==> src/rtl/usi_pkg.sv <==
package usi_pkg;

  // ------------------------------------------------------------------
  // Register map (printed offsets are word indices: byte addr = 4*index)
  // ------------------------------------------------------------------
  localparam int IDX_W = 10;
  localparam logic [IDX_W-1:0] IDX_OTP_ONE_CFG = 10'h01f;
  localparam logic [IDX_W-1:0] IDX_OTP_TWO_CFG = 10'h020;
  localparam logic [IDX_W-1:0] IDX_SILICON_REV = 10'h260;
  localparam logic [IDX_W-1:0] IDX_LINK_CTRL = 10'h262;

  // ------------------------------------------------------------------
  // Field positions of link_indicator_control
  // ------------------------------------------------------------------
  localparam int B_LEVEL_BIT = 13;
  localparam int B_COND_LSB = 10;
  localparam int B_DRIVE_LSB = 8;
  localparam int A_LEVEL_BIT = 5;
  localparam int A_COND_LSB = 2;
  localparam int A_DRIVE_LSB = 0;

  // Field positions inside one configuration store byte
  localparam int OTP_COND_LSB = 2;
  localparam int OTP_DRIVE_LSB = 0;
  localparam int OTP_BYTE_W = 8;

  // ------------------------------------------------------------------
  // Codes and reset values
  // ------------------------------------------------------------------
  localparam logic [2:0] COND_SUSP_OR_RST = 3'h0;
  localparam logic [2:0] COND_SUSP = 3'h1;
  localparam logic [2:0] COND_SUSP_LOWPWR = 3'h2;
  localparam logic [1:0] DRIVE_OPEN = 2'h1;
  localparam logic [1:0] DRIVE_PUSH = 2'h2;
  localparam logic [2:0] COND_RST = 3'h0;
  localparam logic [1:0] DRIVE_RST = 2'h2;
  localparam logic [7:0] OTP_BYTE_RST = 8'h00;
  localparam logic [15:0] REVISION_DEFAULT = 16'h0000;

  // ------------------------------------------------------------------
  // Types
  // ------------------------------------------------------------------
  typedef struct packed {
    logic [2:0] cond;
    logic [1:0] drive;
  } usi_pin_cfg_t;

  typedef struct packed {
    logic suspended;
    logic bus_reset;
    logic low_power;
  } usi_link_t;

  // Power-up load sequence
  typedef enum logic [1:0] {
    LD_WAIT = 2'b00,
    LD_LOAD = 2'b01,
    LD_RUN = 2'b11
  } usi_load_state_t;

endpackage

==> src/rtl/usi_pin_drive.sv <==
module usi_pin_drive
  import usi_pkg::*;
#(
  parameter bit ACTIVE_LOW_COMBINED = 1'b0
) (
  input wire logic clk_i,
  input wire logic rst_i,
  input wire usi_pin_cfg_t cfg_i,
  input wire usi_link_t link_i,
  output logic pin_o,
  output logic pin_oe_n_o
);

  // ------------------------------------------------------------------
  // Condition decode
  // ------------------------------------------------------------------
  wire logic cond_combined = link_i.suspended | link_i.bus_reset;
  wire logic cond_lowpwr = link_i.suspended & link_i.low_power;

  logic asserted;
  always_comb begin
    case (cfg_i.cond)
      COND_SUSP_OR_RST: asserted = cond_combined;
      COND_SUSP: asserted = link_i.suspended;
      // High-power devices are not served by this code
      COND_SUSP_LOWPWR: asserted = cond_lowpwr;
      default: asserted = 1'b0;
    endcase
  end

  // Combined mode on the first pin asserts low, everything else high
  wire logic low_active = ACTIVE_LOW_COMBINED &&
                          (cfg_i.cond == COND_SUSP_OR_RST);
  wire logic level = asserted ^ low_active;

  // ------------------------------------------------------------------
  // Drive type: invalid codes release the pin rather than fight a load
  // ------------------------------------------------------------------
  logic next_pin;
  logic next_oe_n;
  always_comb begin
    case (cfg_i.drive)
      DRIVE_PUSH: begin
        next_pin = level;
        next_oe_n = 1'b0;
      end
      DRIVE_OPEN: begin
        next_pin = 1'b0;
        next_oe_n = level;
      end
      default: begin
        next_pin = 1'b0;
        next_oe_n = 1'b1;
      end
    endcase
  end

  // Registered pad controls
  always_ff @(posedge clk_i or posedge rst_i) begin
    if (rst_i) begin
      pin_o <= 1'b0;
      pin_oe_n_o <= 1'b1;
    end else begin
      pin_o <= next_pin;
      pin_oe_n_o <= next_oe_n;
    end
  end

endmodule

==> src/rtl/usi_indicator_pins.sv <==
module usi_indicator_pins
  import usi_pkg::*;
#(
  parameter int ADDR_W = 12,
  parameter logic [15:0] SILICON_REV = REVISION_DEFAULT  // Arbitrary value
) (
  input wire logic MCLK_I,
  input wire logic SYS_RST_I,
  input wire logic PSEL_I,
  input wire logic PENABLE_I,
  input wire logic PWRITE_I,
  input wire logic [ADDR_W-1:0] PADDR_I,
  input wire logic [31:0] PWDATA_I,
  input wire logic [3:0] PSTRB_I,
  output logic [31:0] PRDATA_O,
  output logic PREADY_O,
  output logic PSLVERR_O,
  input wire logic USB_SUSPENDED_I,
  input wire logic USB_BUS_RESET_I,
  input wire logic USB_LOW_POWER_I,
  input wire logic [7:0] OTP_ONE_CFG_I,
  input wire logic [7:0] OTP_TWO_CFG_I,
  input wire logic OTP_ONE_PROGRAMMED_I,
  input wire logic OTP_TWO_PROGRAMMED_I,
  input wire logic INDICATOR_PIN_A_I,
  output logic INDICATOR_PIN_A_O,
  output logic INDICATOR_PIN_A_OE_N_O,
  input wire logic INDICATOR_PIN_B_I,
  output logic INDICATOR_PIN_B_O,
  output logic INDICATOR_PIN_B_OE_N_O
);

  // ------------------------------------------------------------------
  // Elaboration checks
  // ------------------------------------------------------------------
  // The highest register index must fit in the word address
  if (ADDR_W < IDX_W + 2 || ADDR_W > 32) begin : g_bad_addr_w
    $error("usi_indicator_pins: ADDR_W must be 12 to 32");
  end

  // The checks below guard package edits; the layout is hard wired
  // Store bytes are one byte wide and their fields must fit one byte
  if (OTP_BYTE_W != 8 || OTP_COND_LSB + 3 > OTP_BYTE_W ||
      OTP_DRIVE_LSB + 2 > OTP_COND_LSB) begin : g_bad_store
    $error("usi_indicator_pins: store byte layout does not fit");
  end

  // The read select is one-hot, so every index must be distinct
  if (IDX_OTP_ONE_CFG == IDX_OTP_TWO_CFG ||
      IDX_OTP_ONE_CFG == IDX_SILICON_REV ||
      IDX_OTP_ONE_CFG == IDX_LINK_CTRL ||
      IDX_OTP_TWO_CFG == IDX_SILICON_REV ||
      IDX_OTP_TWO_CFG == IDX_LINK_CTRL ||
      IDX_SILICON_REV == IDX_LINK_CTRL) begin : g_bad_map
    $error("usi_indicator_pins: two registers share one index");
  end

  // Level bits must stay inside the 16-bit control word
  if (B_LEVEL_BIT > 15 || A_LEVEL_BIT > 15) begin : g_bad_level_pos
    $error("usi_indicator_pins: level bit outside the control word");
  end

  // Pin a fields are written through byte lane 0 only
  if (A_DRIVE_LSB + 2 > A_COND_LSB || A_COND_LSB + 3 > 8 ||
      A_LEVEL_BIT < A_COND_LSB + 3) begin : g_bad_lane_a
    $error("usi_indicator_pins: pin a fields leave byte lane 0");
  end

  // Pin b fields are written through byte lane 1 only
  if (B_DRIVE_LSB < 8 || B_DRIVE_LSB + 2 > B_COND_LSB ||
      B_COND_LSB + 3 > B_LEVEL_BIT) begin : g_bad_lane_b
    $error("usi_indicator_pins: pin b fields leave byte lane 1");
  end

  // The condition decode needs three distinct codes
  if (COND_SUSP_OR_RST == COND_SUSP || COND_SUSP == COND_SUSP_LOWPWR ||
      COND_SUSP_OR_RST == COND_SUSP_LOWPWR) begin : g_bad_cond
    $error("usi_indicator_pins: condition codes are not distinct");
  end

  // A reserved reset condition would hold both pins deasserted
  if (COND_RST != COND_SUSP_OR_RST && COND_RST != COND_SUSP &&
      COND_RST != COND_SUSP_LOWPWR) begin : g_bad_cond_rst
    $error("usi_indicator_pins: reset condition code is reserved");
  end

  // A reset drive code of 00 or 11 would power up with the pad released
  if (DRIVE_RST != DRIVE_PUSH && DRIVE_RST != DRIVE_OPEN) begin : g_bad_drv
    $error("usi_indicator_pins: reset drive code is invalid");
  end

  // ------------------------------------------------------------------
  // Power-up load sequencer
  // ------------------------------------------------------------------
  usi_load_state_t ld_state;
  usi_load_state_t next_ld_state;

  // Straps are sampled by a clocked step after release, never in reset
  always_comb begin
    case (ld_state)
      LD_WAIT: next_ld_state = LD_LOAD;
      LD_LOAD: next_ld_state = LD_RUN;
      LD_RUN: next_ld_state = LD_RUN;
      default: next_ld_state = LD_WAIT;
    endcase
  end

  always_ff @(posedge MCLK_I or posedge SYS_RST_I) begin
    if (SYS_RST_I) begin
      ld_state <= LD_WAIT;
    end else begin
      ld_state <= next_ld_state;
    end
  end

  // The store gives no ready signal; its outputs are taken as settled
  // once reset has ended, so the load waits a single step only
  wire logic do_load = (ld_state == LD_LOAD);
  wire logic running = (ld_state == LD_RUN);

  // ------------------------------------------------------------------
  // APB decode
  // ------------------------------------------------------------------
  wire logic [IDX_W-1:0] idx = PADDR_I[IDX_W+1:2];
  wire logic upper_zero = (PADDR_I >> (IDX_W + 2)) == '0;
  wire logic aligned = (PADDR_I[1:0] == 2'b00) && upper_zero;

  wire logic hit_one = aligned && (idx == IDX_OTP_ONE_CFG);
  wire logic hit_two = aligned && (idx == IDX_OTP_TWO_CFG);
  wire logic hit_rev = aligned && (idx == IDX_SILICON_REV);
  wire logic hit_ctrl = aligned && (idx == IDX_LINK_CTRL);
  wire logic hit_any = hit_one | hit_two | hit_rev | hit_ctrl;

  // Setup phase: the answer is prepared one cycle ahead
  wire logic setup = PSEL_I & ~PENABLE_I;
  // Access edge at which a transfer completes
  wire logic access = PSEL_I & PENABLE_I & PREADY_O;
  wire logic wr_access = access & PWRITE_I & ~PSLVERR_O;

  // Writes before the load has settled are dropped so the load wins
  wire logic wr_ok = wr_access & running;
  // Byte lanes 2 and 3 reach no register bits and are ignored
  wire logic wr_lane0 = wr_ok & PSTRB_I[0];
  wire logic wr_lane1 = wr_ok & PSTRB_I[1];

  // ------------------------------------------------------------------
  // Configuration store shadow bytes and live fields
  // ------------------------------------------------------------------
  // Shadow bytes mirror the store; staging a value never reprograms it
  logic [OTP_BYTE_W-1:0] otp_indicator_one_cfg;
  logic [OTP_BYTE_W-1:0] otp_indicator_two_cfg;
  usi_pin_cfg_t pin_a_cfg;
  usi_pin_cfg_t pin_b_cfg;
  usi_pin_cfg_t next_pin_a_cfg;
  usi_pin_cfg_t next_pin_b_cfg;
  logic [OTP_BYTE_W-1:0] next_otp_one;
  logic [OTP_BYTE_W-1:0] next_otp_two;

  // Fields of an unprogrammed store byte do not take effect
  wire usi_pin_cfg_t otp_a_cfg = '{
    cond: OTP_ONE_CFG_I[OTP_COND_LSB +: 3],
    drive: OTP_ONE_CFG_I[OTP_DRIVE_LSB +: 2]
  };
  wire usi_pin_cfg_t otp_b_cfg = '{
    cond: OTP_TWO_CFG_I[OTP_COND_LSB +: 3],
    drive: OTP_TWO_CFG_I[OTP_DRIVE_LSB +: 2]
  };

  // Software write fields of link_indicator_control
  wire usi_pin_cfg_t wr_a_cfg = '{
    cond: PWDATA_I[A_COND_LSB +: 3],
    drive: PWDATA_I[A_DRIVE_LSB +: 2]
  };
  wire usi_pin_cfg_t wr_b_cfg = '{
    cond: PWDATA_I[B_COND_LSB +: 3],
    drive: PWDATA_I[B_DRIVE_LSB +: 2]
  };

  // Next values: the load step, then byte-lane writes
  // A write and the load never meet in one cycle: writes need RUN
  always_comb begin
    next_pin_a_cfg = pin_a_cfg;
    next_pin_b_cfg = pin_b_cfg;
    next_otp_one = otp_indicator_one_cfg;
    next_otp_two = otp_indicator_two_cfg;
    if (do_load) begin
      next_otp_one = OTP_ONE_CFG_I;
      next_otp_two = OTP_TWO_CFG_I;
      if (OTP_ONE_PROGRAMMED_I) begin
        next_pin_a_cfg = otp_a_cfg;
      end
      if (OTP_TWO_PROGRAMMED_I) begin
        next_pin_b_cfg = otp_b_cfg;
      end
    end
    if (wr_lane0 && hit_ctrl) begin
      next_pin_a_cfg = wr_a_cfg;
    end
    if (wr_lane1 && hit_ctrl) begin
      next_pin_b_cfg = wr_b_cfg;
    end
    // Shadow bytes only hold a staged value, nothing is reprogrammed
    if (wr_lane0 && hit_one) begin
      next_otp_one = PWDATA_I[7:0];
    end
    if (wr_lane0 && hit_two) begin
      next_otp_two = PWDATA_I[7:0];
    end
  end

  // Live configuration and shadow bytes
  always_ff @(posedge MCLK_I or posedge SYS_RST_I) begin
    if (SYS_RST_I) begin
      pin_a_cfg <= '{cond: COND_RST, drive: DRIVE_RST};
      pin_b_cfg <= '{cond: COND_RST, drive: DRIVE_RST};
      otp_indicator_one_cfg <= OTP_BYTE_RST;
      otp_indicator_two_cfg <= OTP_BYTE_RST;
    end else begin
      pin_a_cfg <= next_pin_a_cfg;
      pin_b_cfg <= next_pin_b_cfg;
      otp_indicator_one_cfg <= next_otp_one;
      otp_indicator_two_cfg <= next_otp_two;
    end
  end

  // ------------------------------------------------------------------
  // Pin level readback
  // ------------------------------------------------------------------
  // Pads are synchronous to the core clock, one stage aligns them
  // Readback lags the pad by one cycle; pulses shorter than a clock
  // period may never be seen by software
  logic pin_a_level;
  logic pin_b_level;
  always_ff @(posedge MCLK_I or posedge SYS_RST_I) begin
    if (SYS_RST_I) begin
      pin_a_level <= 1'b0;
      pin_b_level <= 1'b0;
    end else begin
      pin_a_level <= INDICATOR_PIN_A_I;
      pin_b_level <= INDICATOR_PIN_B_I;
    end
  end

  // ------------------------------------------------------------------
  // Read data assembly
  // ------------------------------------------------------------------
  // Control word layout, bit 15 down to 0:
  //   15:14 reserved, read as zero
  //   13    pin b pad level, read only
  //   12:10 pin b condition
  //   9:8   pin b drive
  //   7:6   reserved, read as zero
  //   5     pin a pad level, read only
  //   4:2   pin a condition
  //   1:0   pin a drive
  // Level bits have no storage, so writes cannot reach them
  logic [15:0] ctrl_word;
  always_comb begin
    ctrl_word = 16'h0000;
    ctrl_word[B_LEVEL_BIT] = pin_b_level;
    ctrl_word[B_COND_LSB +: 3] = pin_b_cfg.cond;
    ctrl_word[B_DRIVE_LSB +: 2] = pin_b_cfg.drive;
    ctrl_word[A_LEVEL_BIT] = pin_a_level;
    ctrl_word[A_COND_LSB +: 3] = pin_a_cfg.cond;
    ctrl_word[A_DRIVE_LSB +: 2] = pin_a_cfg.drive;
  end

  wire logic [31:0] rd_one = {24'h000000, otp_indicator_one_cfg};
  wire logic [31:0] rd_two = {24'h000000, otp_indicator_two_cfg};
  wire logic [31:0] rd_rev = {16'h0000, SILICON_REV};
  wire logic [31:0] rd_ctrl = {16'h0000, ctrl_word};

  // One-hot select; unmapped reads return zero
  wire logic [31:0] rd_mux = ({32{hit_one}} & rd_one) |
                             ({32{hit_two}} & rd_two) |
                             ({32{hit_rev}} & rd_rev) |
                             ({32{hit_ctrl}} & rd_ctrl);

  // ------------------------------------------------------------------
  // APB answer flops
  // ------------------------------------------------------------------
  // Ready rises for exactly the first access cycle of each transfer
  // No wait states: a refused transfer is answered in the same cycle,
  // only with the error flag set, so masters need no special case
  always_ff @(posedge MCLK_I or posedge SYS_RST_I) begin
    if (SYS_RST_I) begin
      PREADY_O <= 1'b0;
      PSLVERR_O <= 1'b0;
      PRDATA_O <= 32'h00000000;
    end else begin
      PREADY_O <= setup;
      PSLVERR_O <= setup & ~hit_any;
      if (setup && !PWRITE_I) begin
        PRDATA_O <= rd_mux;
      end
    end
  end

  // ------------------------------------------------------------------
  // Pin drivers
  // ------------------------------------------------------------------
  // Both pins see the same link condition; each has its own configuration, and the polarity differs in combined mode only
  // Pad controls: OE_N low drives the pin value, OE_N high releases the
  // pad to its board pull-up, so open drain only ever drives low
  wire usi_link_t link = '{
    suspended: USB_SUSPENDED_I,
    bus_reset: USB_BUS_RESET_I,
    low_power: USB_LOW_POWER_I
  };

  // First pin: combined mode is active low
  usi_pin_drive #(
    .ACTIVE_LOW_COMBINED(1'b1)
  ) u_pin_a (
    .clk_i(MCLK_I),
    .rst_i(SYS_RST_I),
    .cfg_i(pin_a_cfg),
    .link_i(link),
    .pin_o(INDICATOR_PIN_A_O),
    .pin_oe_n_o(INDICATOR_PIN_A_OE_N_O)
  );

  // Second pin: every mode is active high
  usi_pin_drive #(
    .ACTIVE_LOW_COMBINED(1'b0)
  ) u_pin_b (
    .clk_i(MCLK_I),
    .rst_i(SYS_RST_I),
    .cfg_i(pin_b_cfg),
    .link_i(link),
    .pin_o(INDICATOR_PIN_B_O),
    .pin_oe_n_o(INDICATOR_PIN_B_OE_N_O)
  );

endmodule

==> config.mk <==
export PLATFORM = sky130hd
export DESIGN_NAME = usi_indicator_pins
export DESIGN_NICKNAME = d
export VERILOG_FILES = /design/src/rtl/usi_pkg.sv /design/src/rtl/usi_pin_drive.sv /design/src/rtl/usi_indicator_pins.sv
export SDC_FILE = /design/constraint.sdc
export NUM_CORES = 1
export LEC_CHECK = 0
export BUFFER_PORTS_ARGS = -buffer_cell sky130_fd_sc_hd__buf_2
export CAP_MARGIN = 20
export CORE_AREA = 2 2 79 81
export CTS_CLUSTER_DIAMETER = 60
export DETAILED_ROUTE_END_ITERATION = 12
export DIE_AREA = 0 0 81 83
export PLACE_DENSITY = 0.82
export SLEW_MARGIN = 20
export SYNTH_ARGS = -nofsm -noshare
export SYNTH_HDL_FRONTEND = slang
export SYNTH_SLANG_ARGS = --single-unit
==> constraint.sdc <==
create_clock -name MCLK_I -period 2.72 [get_ports MCLK_I]
set_clock_uncertainty 0.1 [all_clocks]
set_input_delay 0.544 -clock MCLK_I [delete_from_list [all_inputs] [get_ports MCLK_I]]
set_output_delay 0.544 -clock MCLK_I [all_outputs]
set_load 0.1 [all_outputs]
=== Word-level counts from Yosys, hierarchy flattened ===
Cells that the tools add are included.
W data, S select, Z words.

* Flip-flop bits (word level): 68
* Bits in latches: 0
* Word-level logic and storage cells: 93
* Output and inout bits: 38
* Memories: 0
* Input bits: 76
* Bits in writable memories: 0
* Bits in read-only memories: 0

* Multipliers: 0
* Bitwise gates (word level): 23
* Muxes and demuxes: 17
* Equality and inequality tests: 14
* Shifts and indexed selects: 0
* Divide/modulo/power cells: 0
* Magnitude comparators: 0
* Reductions and logical operators: 23
* Add/sub/neg operators: 0

{| class="wikitable"
|+ Operators with widths
! operator !! number
|-
| $and A32 B8 Y32 || 2
|-
| $or A32 B32 Y32 || 2
|-
| $and A32 B14 Y32 || 1
|-
| $mux W8 || 4
|-
| $mux W5 || 6
|-
| $eq A10 B10 Y1 const B || 2
|-
| $reduce_bool A2 Y1 || 6
|-
| $and A1 B1 Y1 || 10
|-
| $eq A10 B5 Y1 const B || 1
|-
| $eq A10 B6 Y1 const B || 1
|-
| $logic_and A1 B1 Y1 || 9
|-
| $eq A2 B1 Y1 const B || 3
|-
| $eq A2 B2 Y1 const B || 3
|-
| $eq A3 B1 Y1 const B || 2
|-
| $eq A3 B2 Y1 const B || 2
|-
| $logic_not A3 Y1 || 2
|-
| $pmux W1 S3 || 2
|-
| $logic_not A2 Y1 || 2
|-
| $or A1 B1 Y1 || 4
|-
| $pmux W1 S2 || 2
|-
| $pmux W2 S2 || 1
|-
| $reduce_and A2 Y1 || 2
|-
| $not A1 Y1 || 3
|-
| $mux W1 || 2
|-
| other kinds (3) || 3
|}

=== Longest topological paths before layout ===
* Depth in word-level cells: 9
* Gate-level depth with buffers: 6
* Depth with buffers taken out: 4

=== Hierarchy ===
From an unflattened synthesis, not the netlist that was laid out.

* Cells, all modules: 217
* Area total of the unflattened synthesis: 2595.0 um^2

{| class="wikitable"
|+ By module, submodules not included
! module !! sequential area each (um^2) !! cells each !! area each (um^2) !! instances
|-
| usi_indicator_pins || 1153.6 || 191 || 2362.3 || 1
|-
| usi_pin_drive (u_pin_b) || 51.3 || 15 || 126.4 || 1
|-
| usi_pin_drive (u_pin_a) || 51.3 || 11 || 106.4 || 1
|}

=== Least setup slack after synthesis ===
OpenSTA, ideal clock, no wires.

* Path type: reg2reg
* Start: register PREADY_O
* End: register otp_indicator_two_cfg[0]
* Path slack: 0.284 ns
* Stages on the path, launching flop included: 5
* Path buffers: 0
* Setup time: 0.125 ns
* Required time: 2.495 ns
* Period minus slack after synthesis: 2.436 ns
* Arrival time: 2.211 ns
* Path through: dfrtp_1 -> and4_1 -> nand2_2 -> nor4_4 -> mux2_2

* Word-level cells in the longest chain between the ends: 7
* Elaborated cells between the ends (all ways): 8
* Those cells by class: mux (1); bitwise (5); reduce/logical (2)

{| class="wikitable"
|+ Ends and longest elaborated chain
! element !! line !! source
|-
| start: declaration || usi_indicator_pins.sv:16 || <nowiki>output logic PREADY_O,</nowiki>
|-
| start signal: assignment || usi_indicator_pins.sv:291 || <nowiki>PREADY_O <= setup;</nowiki>
|-
| $and A1 B1 Y1 (*) || usi_indicator_pins.sv:137 || <nowiki>wire logic access = PSEL_I & PENABLE_I & PREADY_O;</nowiki>
|-
| $and A1 B1 Y1 (*) (2 in a row) || usi_indicator_pins.sv:138 || <nowiki>wire logic wr_access = access & PWRITE_I & ~PSLVERR_O;</nowiki>
|-
| $and A1 B1 Y1 (*) || usi_indicator_pins.sv:141 || <nowiki>wire logic wr_ok = wr_access & running;</nowiki>
|-
| $and A1 B1 Y1 (*) || usi_indicator_pins.sv:143 || <nowiki>wire logic wr_lane0 = wr_ok & PSTRB_I[0];</nowiki>
|-
| $logic_and A1 B1 Y1 (*) || usi_indicator_pins.sv:206 || <nowiki>if (wr_lane0 && hit_two) begin</nowiki>
|-
| $mux W8 or $reduce_bool A2 Y1 (tied branches) || -- ||
|-
| end signal: assignment || usi_indicator_pins.sv:222 || <nowiki>otp_indicator_two_cfg <= next_otp_two;</nowiki>
|-
| end: declaration || usi_indicator_pins.sv:151 || <nowiki>logic [OTP_BYTE_W-1:0] otp_indicator_two_cfg;</nowiki>
|}

Mark *: on every way between the ends. The rest lies on a longest branch, timed or not.
A chain may end at the register's enable or synchronous reset.

=== Final worst setup path ===
* Start: input PADDR_I[1]
* End: register pin_b_cfg, in the netlist ctrl_word[8]

* Word-level cells in the longest chain between the ends: 5
* Elaborated cells between the ends (all ways): 7
* Those cells by class: mux (1); reduce/logical (6)

{| class="wikitable"
|+ Ends and longest elaborated chain
! element !! line !! source
|-
| start: declaration || usi_indicator_pins.sv:12 || <nowiki>input wire logic [ADDR_W-1:0] PADDR_I,</nowiki>
|-
| $logic_not A2 Y1 (*) || usi_indicator_pins.sv:126 || <nowiki>wire logic aligned = (PADDR_I[1:0] == 2'b00) && upper_zero;</nowiki>
|-
| $logic_and A1 B1 Y1 (*) || usi_indicator_pins.sv:131 || <nowiki>wire logic hit_ctrl = aligned && (idx == IDX_LINK_CTRL);</nowiki>
|-
| $logic_and A1 B1 Y1 (*) || usi_indicator_pins.sv:199 || <nowiki>if (wr_lane1 && hit_ctrl) begin</nowiki>
|-
| $reduce_bool A2 Y1 (no line) || -- ||
|-
| $reduce_and A2 Y1 (no line) || -- ||
|-
| end signal: assignment || usi_indicator_pins.sv:215 || <nowiki>pin_b_cfg <= '{cond: COND_RST, drive: DRIVE_RST};</nowiki>
|-
| end signal: assignment || usi_indicator_pins.sv:220 || <nowiki>pin_b_cfg <= next_pin_b_cfg;</nowiki>
|-
| end: declaration || usi_indicator_pins.sv:153 || <nowiki>usi_pin_cfg_t pin_b_cfg;</nowiki>
|}

Marked as above.

==> results.yml <==
detailed_routing:
  first_pass_iters: 4
  vias_per_cell: 5.369
  drtIter0Drc: 130
  postRouteAntennaNets: 0
  wl_per_cell_um: 15.89
  vias: 2051
  drc: 0
  wl_um: 6069
pwr:
  combPwrFrac_pct: 18.0
  switching_power_w: 0.0004820
  p_int_w: 0.001121
  p_per_area_nw_per_um2: 512.2
  power_w: 0.001603
  swShare_pct: 30.08
  ir_worst_vdd_v: 0.0002357
  clock_power_share_pct: 32.6
  p_seq_share_pct: 49.4
  power_leakage_nw: 1.516
sta:
  fin_crit_ns: 2.015
  maxSlewHeadroom_pct: 58.64
  finalSetupTns_ns: 0
  rsz0062_at_grt: "false"
  clock.fmax_ghz: 0.4964
  hold_violations: 0
  period_share_pct: 74.07
  worst_slew_pin_slew_ns: 0.6171
  drv_slew: 0
  setup_viol: 0
synth:
  yosysWarnings: 0
  synthSimpleGateAreaFrac_pct: 19.16
  synth_seq_cells: 50
  synth_area_leaders: "dfrtp_1 45%, mux2_2 8.3%, a221o_1 6.6%, buf_4 5.2%, dfstp_2 4.1%"
  synthMuxAreaShare_pct: 11.45
  synth-adder-area-share_pct: 0
  synth_top_flop_cell: "dfrtp_1"
  yosysUniqueCellTypes: 47
  netlist_area_um2: 2580
  synth_cells: 224
  synth_edf_count: 0
  synth.most_common_cell: "dfrtp_1"
  syn_avg_cell_area_um2: 11.52
  ys_seq_area_share_pct: 48.69
  ys_top_cells_by_count: "46 x dfrtp_1, 19 x mux2_2, 18 x buf_4"
  synthXorXnorAreaFrac_pct: 0
  synth_top_family_by_area: "simple AND/OR/NAND/NOR gates"
  synthArstFlopShare_pct: 100.0
  synth_compound_area_share_pct: 13.72
  synth_top_area_cell: "dfrtp_1"
  synth_top_cell_area_share_pct: 44.62
place:
  port_buffers: 74
  hpwlAfterDp_um: 4690
  place_area_um2: 3019
  routabilityCongestion: 0.8467
clock_network:
  cts_root_buf: "clkbuf_8"
  htree_levels: 2
  cts_tree: "done"
  cts_sinks: 50
  clock_latency_ns: 0.30
  clockBufferDepth: 2
  cts.repair.resized: 0
  post-cts-setup-buffers: 0
  holdBufCountCts: 0
  clk_pin_slew_ns: 0.09
  cts_buffers: 5
layout:
  syn2layout_area_growth_pct: 21.29
  final_net_count: 382
  diodes: 0
  num-fill-cells: 533
  final_util_pct: 53.81
  drive_gt1_share_pct: 41.37
  finalInstanceArea_um2: 3129
die:
  fp.dieH_um: 83
  start_util_pct: 44.36
  num_io_pins: 114
  row_count: 28
  dieArea_um2: 6723
  fp.coreArea_um2: 5816
  die_w_um: 81
global_routing:
  grt_pass1_wl_um: 9715
  grt_pass1_vias: 2028
  track_usage_pct: 18.78
  gr-total-overflow: 0
  grt_max_degree: 27
  antenna_found_initial: 0
outcome:
  outcome: "completed"
worst_setup_path:
  worstPathArrival_ns: 2.11
  crit_slowest_cell: "or2_0"
  slowest_delay_ns: 0.42
  cp_max_fo: 8
  cp.required_ns: 2.82
  end_kind: "flop"
  crit_chain: "buf_2 -> nor4b_4 -> nand4_2 -> or2_0 -> a221o_1"
  crit_path_start_kind: "input pin"
  path_class: "in -> reg"
worst_hold_path:
  hold_path_class: "in -> async"
job:
  max-cap-violations: 0
==> state kept, by name, indices dropped and copies added (netlist names) <==
register               cells
PRDATA_O                  14
ctrl_word                 10
otp_indicator_one_cfg      8
otp_indicator_two_cfg      8
ld_state                   2
PREADY_O                   1
PSLVERR_O                  1
pin_a_level                1
pin_b_level                1
u_pin_a.pin_o              1
u_pin_a.pin_oe_n_o         1
u_pin_b.pin_o              1
u_pin_b.pin_oe_n_o         1
==> routing by layer <==
layer | routed length, um | GRT usage (%) | vias to the layer above | share of wire, %
li1 | - | - | 963 | -
met1 | 2493 | 22.82 | 1007 | 41
met2 | 3056 | 32.23 | 76 | 50
met3 | 477 | 5.761 | 5 | 7.9
met4 | 42 | 4.314 | 0 | 0.69
met5 | 0 | 0 | - | 0
==> power groups by stage <==
stage / Clock (W) / Combinational (W) / Sequential, W
after floorplan: 0 / 0.000195 / 0.000842
after global placement: 0 / 0.000285 / 0.000804
after detailed placement: 0 / 0.000289 / 0.000805
after CTS: 0.000530 / 0.000290 / 0.000791
after global routing: 0.000558 / 0.000305 / 0.000794
final: 0.000522 / 0.000289 / 0.000791
==> placed cells by master (no fill, tap or decap), types with 3 or more instances in the layout <==
cell      synthesis  routed
nor3_2            3       3
nand2b_1          3       3
dfrtp_1          46      46
nor2_1            4       4
buf_2             3      74
nor3_1            8       8
conb_1            1      18
dfstp_2           4       4
inv_1             4       3
a21oi_1           8       8
and2_1           10      10
o21ai_0           6       6
a221o_1          17      17
buf_4            18       7
nand2_1          16      16
clkbuf_8          0       5
nor2b_1           8       8
a22o_1            6       6
mux2i_1           4       4
mux2_2           19      19
==> worst paths after layout <==
kind	slack (ns)	cells after the start	end	from
worst max-delay path	0.71	5	ctrl_word[8]	PADDR_I[1]
worst min-delay path	0.17	2	ctrl_word[11]	SYS_RST_I
worst max register to register	0.73	4	ctrl_word[0]	ld_state[0]
worst min register to register	0.34	0	ld_state[1]	ld_state[0]
max in group asynchronous	1.73	3	ctrl_word[1]	SYS_RST_I
min in group MCLK_I	0.24	1	pin_a_level	INDICATOR_PIN_A_I
==> layout make-up <==
class | instances | area (um^2) | share of cell area [%]
clock buffer | 6 | 72.57 | 2.319
clock inverter | 2 | 37.54 | 1.200
inverter | 4 | 15.01 | 0.4798
multi-input combinational | 163 | 1211 | 38.70
sequential | 50 | 1256 | 40.14
tap | 75 | 93.84 | 2.999
timing repair buffer | 82 | 442.9 | 14.15
==> cells by family (layout without fill, tap and decap cells) <==
group / Yosys count / in the layout
DFF: 50 / 50
AOI/OAI and AO/OA: 44 / 44
other: 1 / 18
and+or+nand+nor: 75 / 75
muxes: 26 / 26
buffers and inverters: 28 / 94
==> worst max-delay path: cells and delay by family <==
kind | cells | cell delay (ns)
AO/OA/AOI/OAI | 1 | 0.37
buffers and inverters | 1 | 0.12
AND/OR/NAND/NOR | 3 | 1.08
==> through the flow <==
step                      worst slack, ns  hold WS, ns  instances
after floorplan                    0.2845       0.3424        241
after global placement             0.3981       0.3197        374
after detailed placement           0.3794       0.3285        374
after CTS                          0.6982       0.1930        382
after global routing               0.6116       0.2148        382
final                              0.7053       0.1734        382
Note: power is estimated with default switching activity, not from simulation.
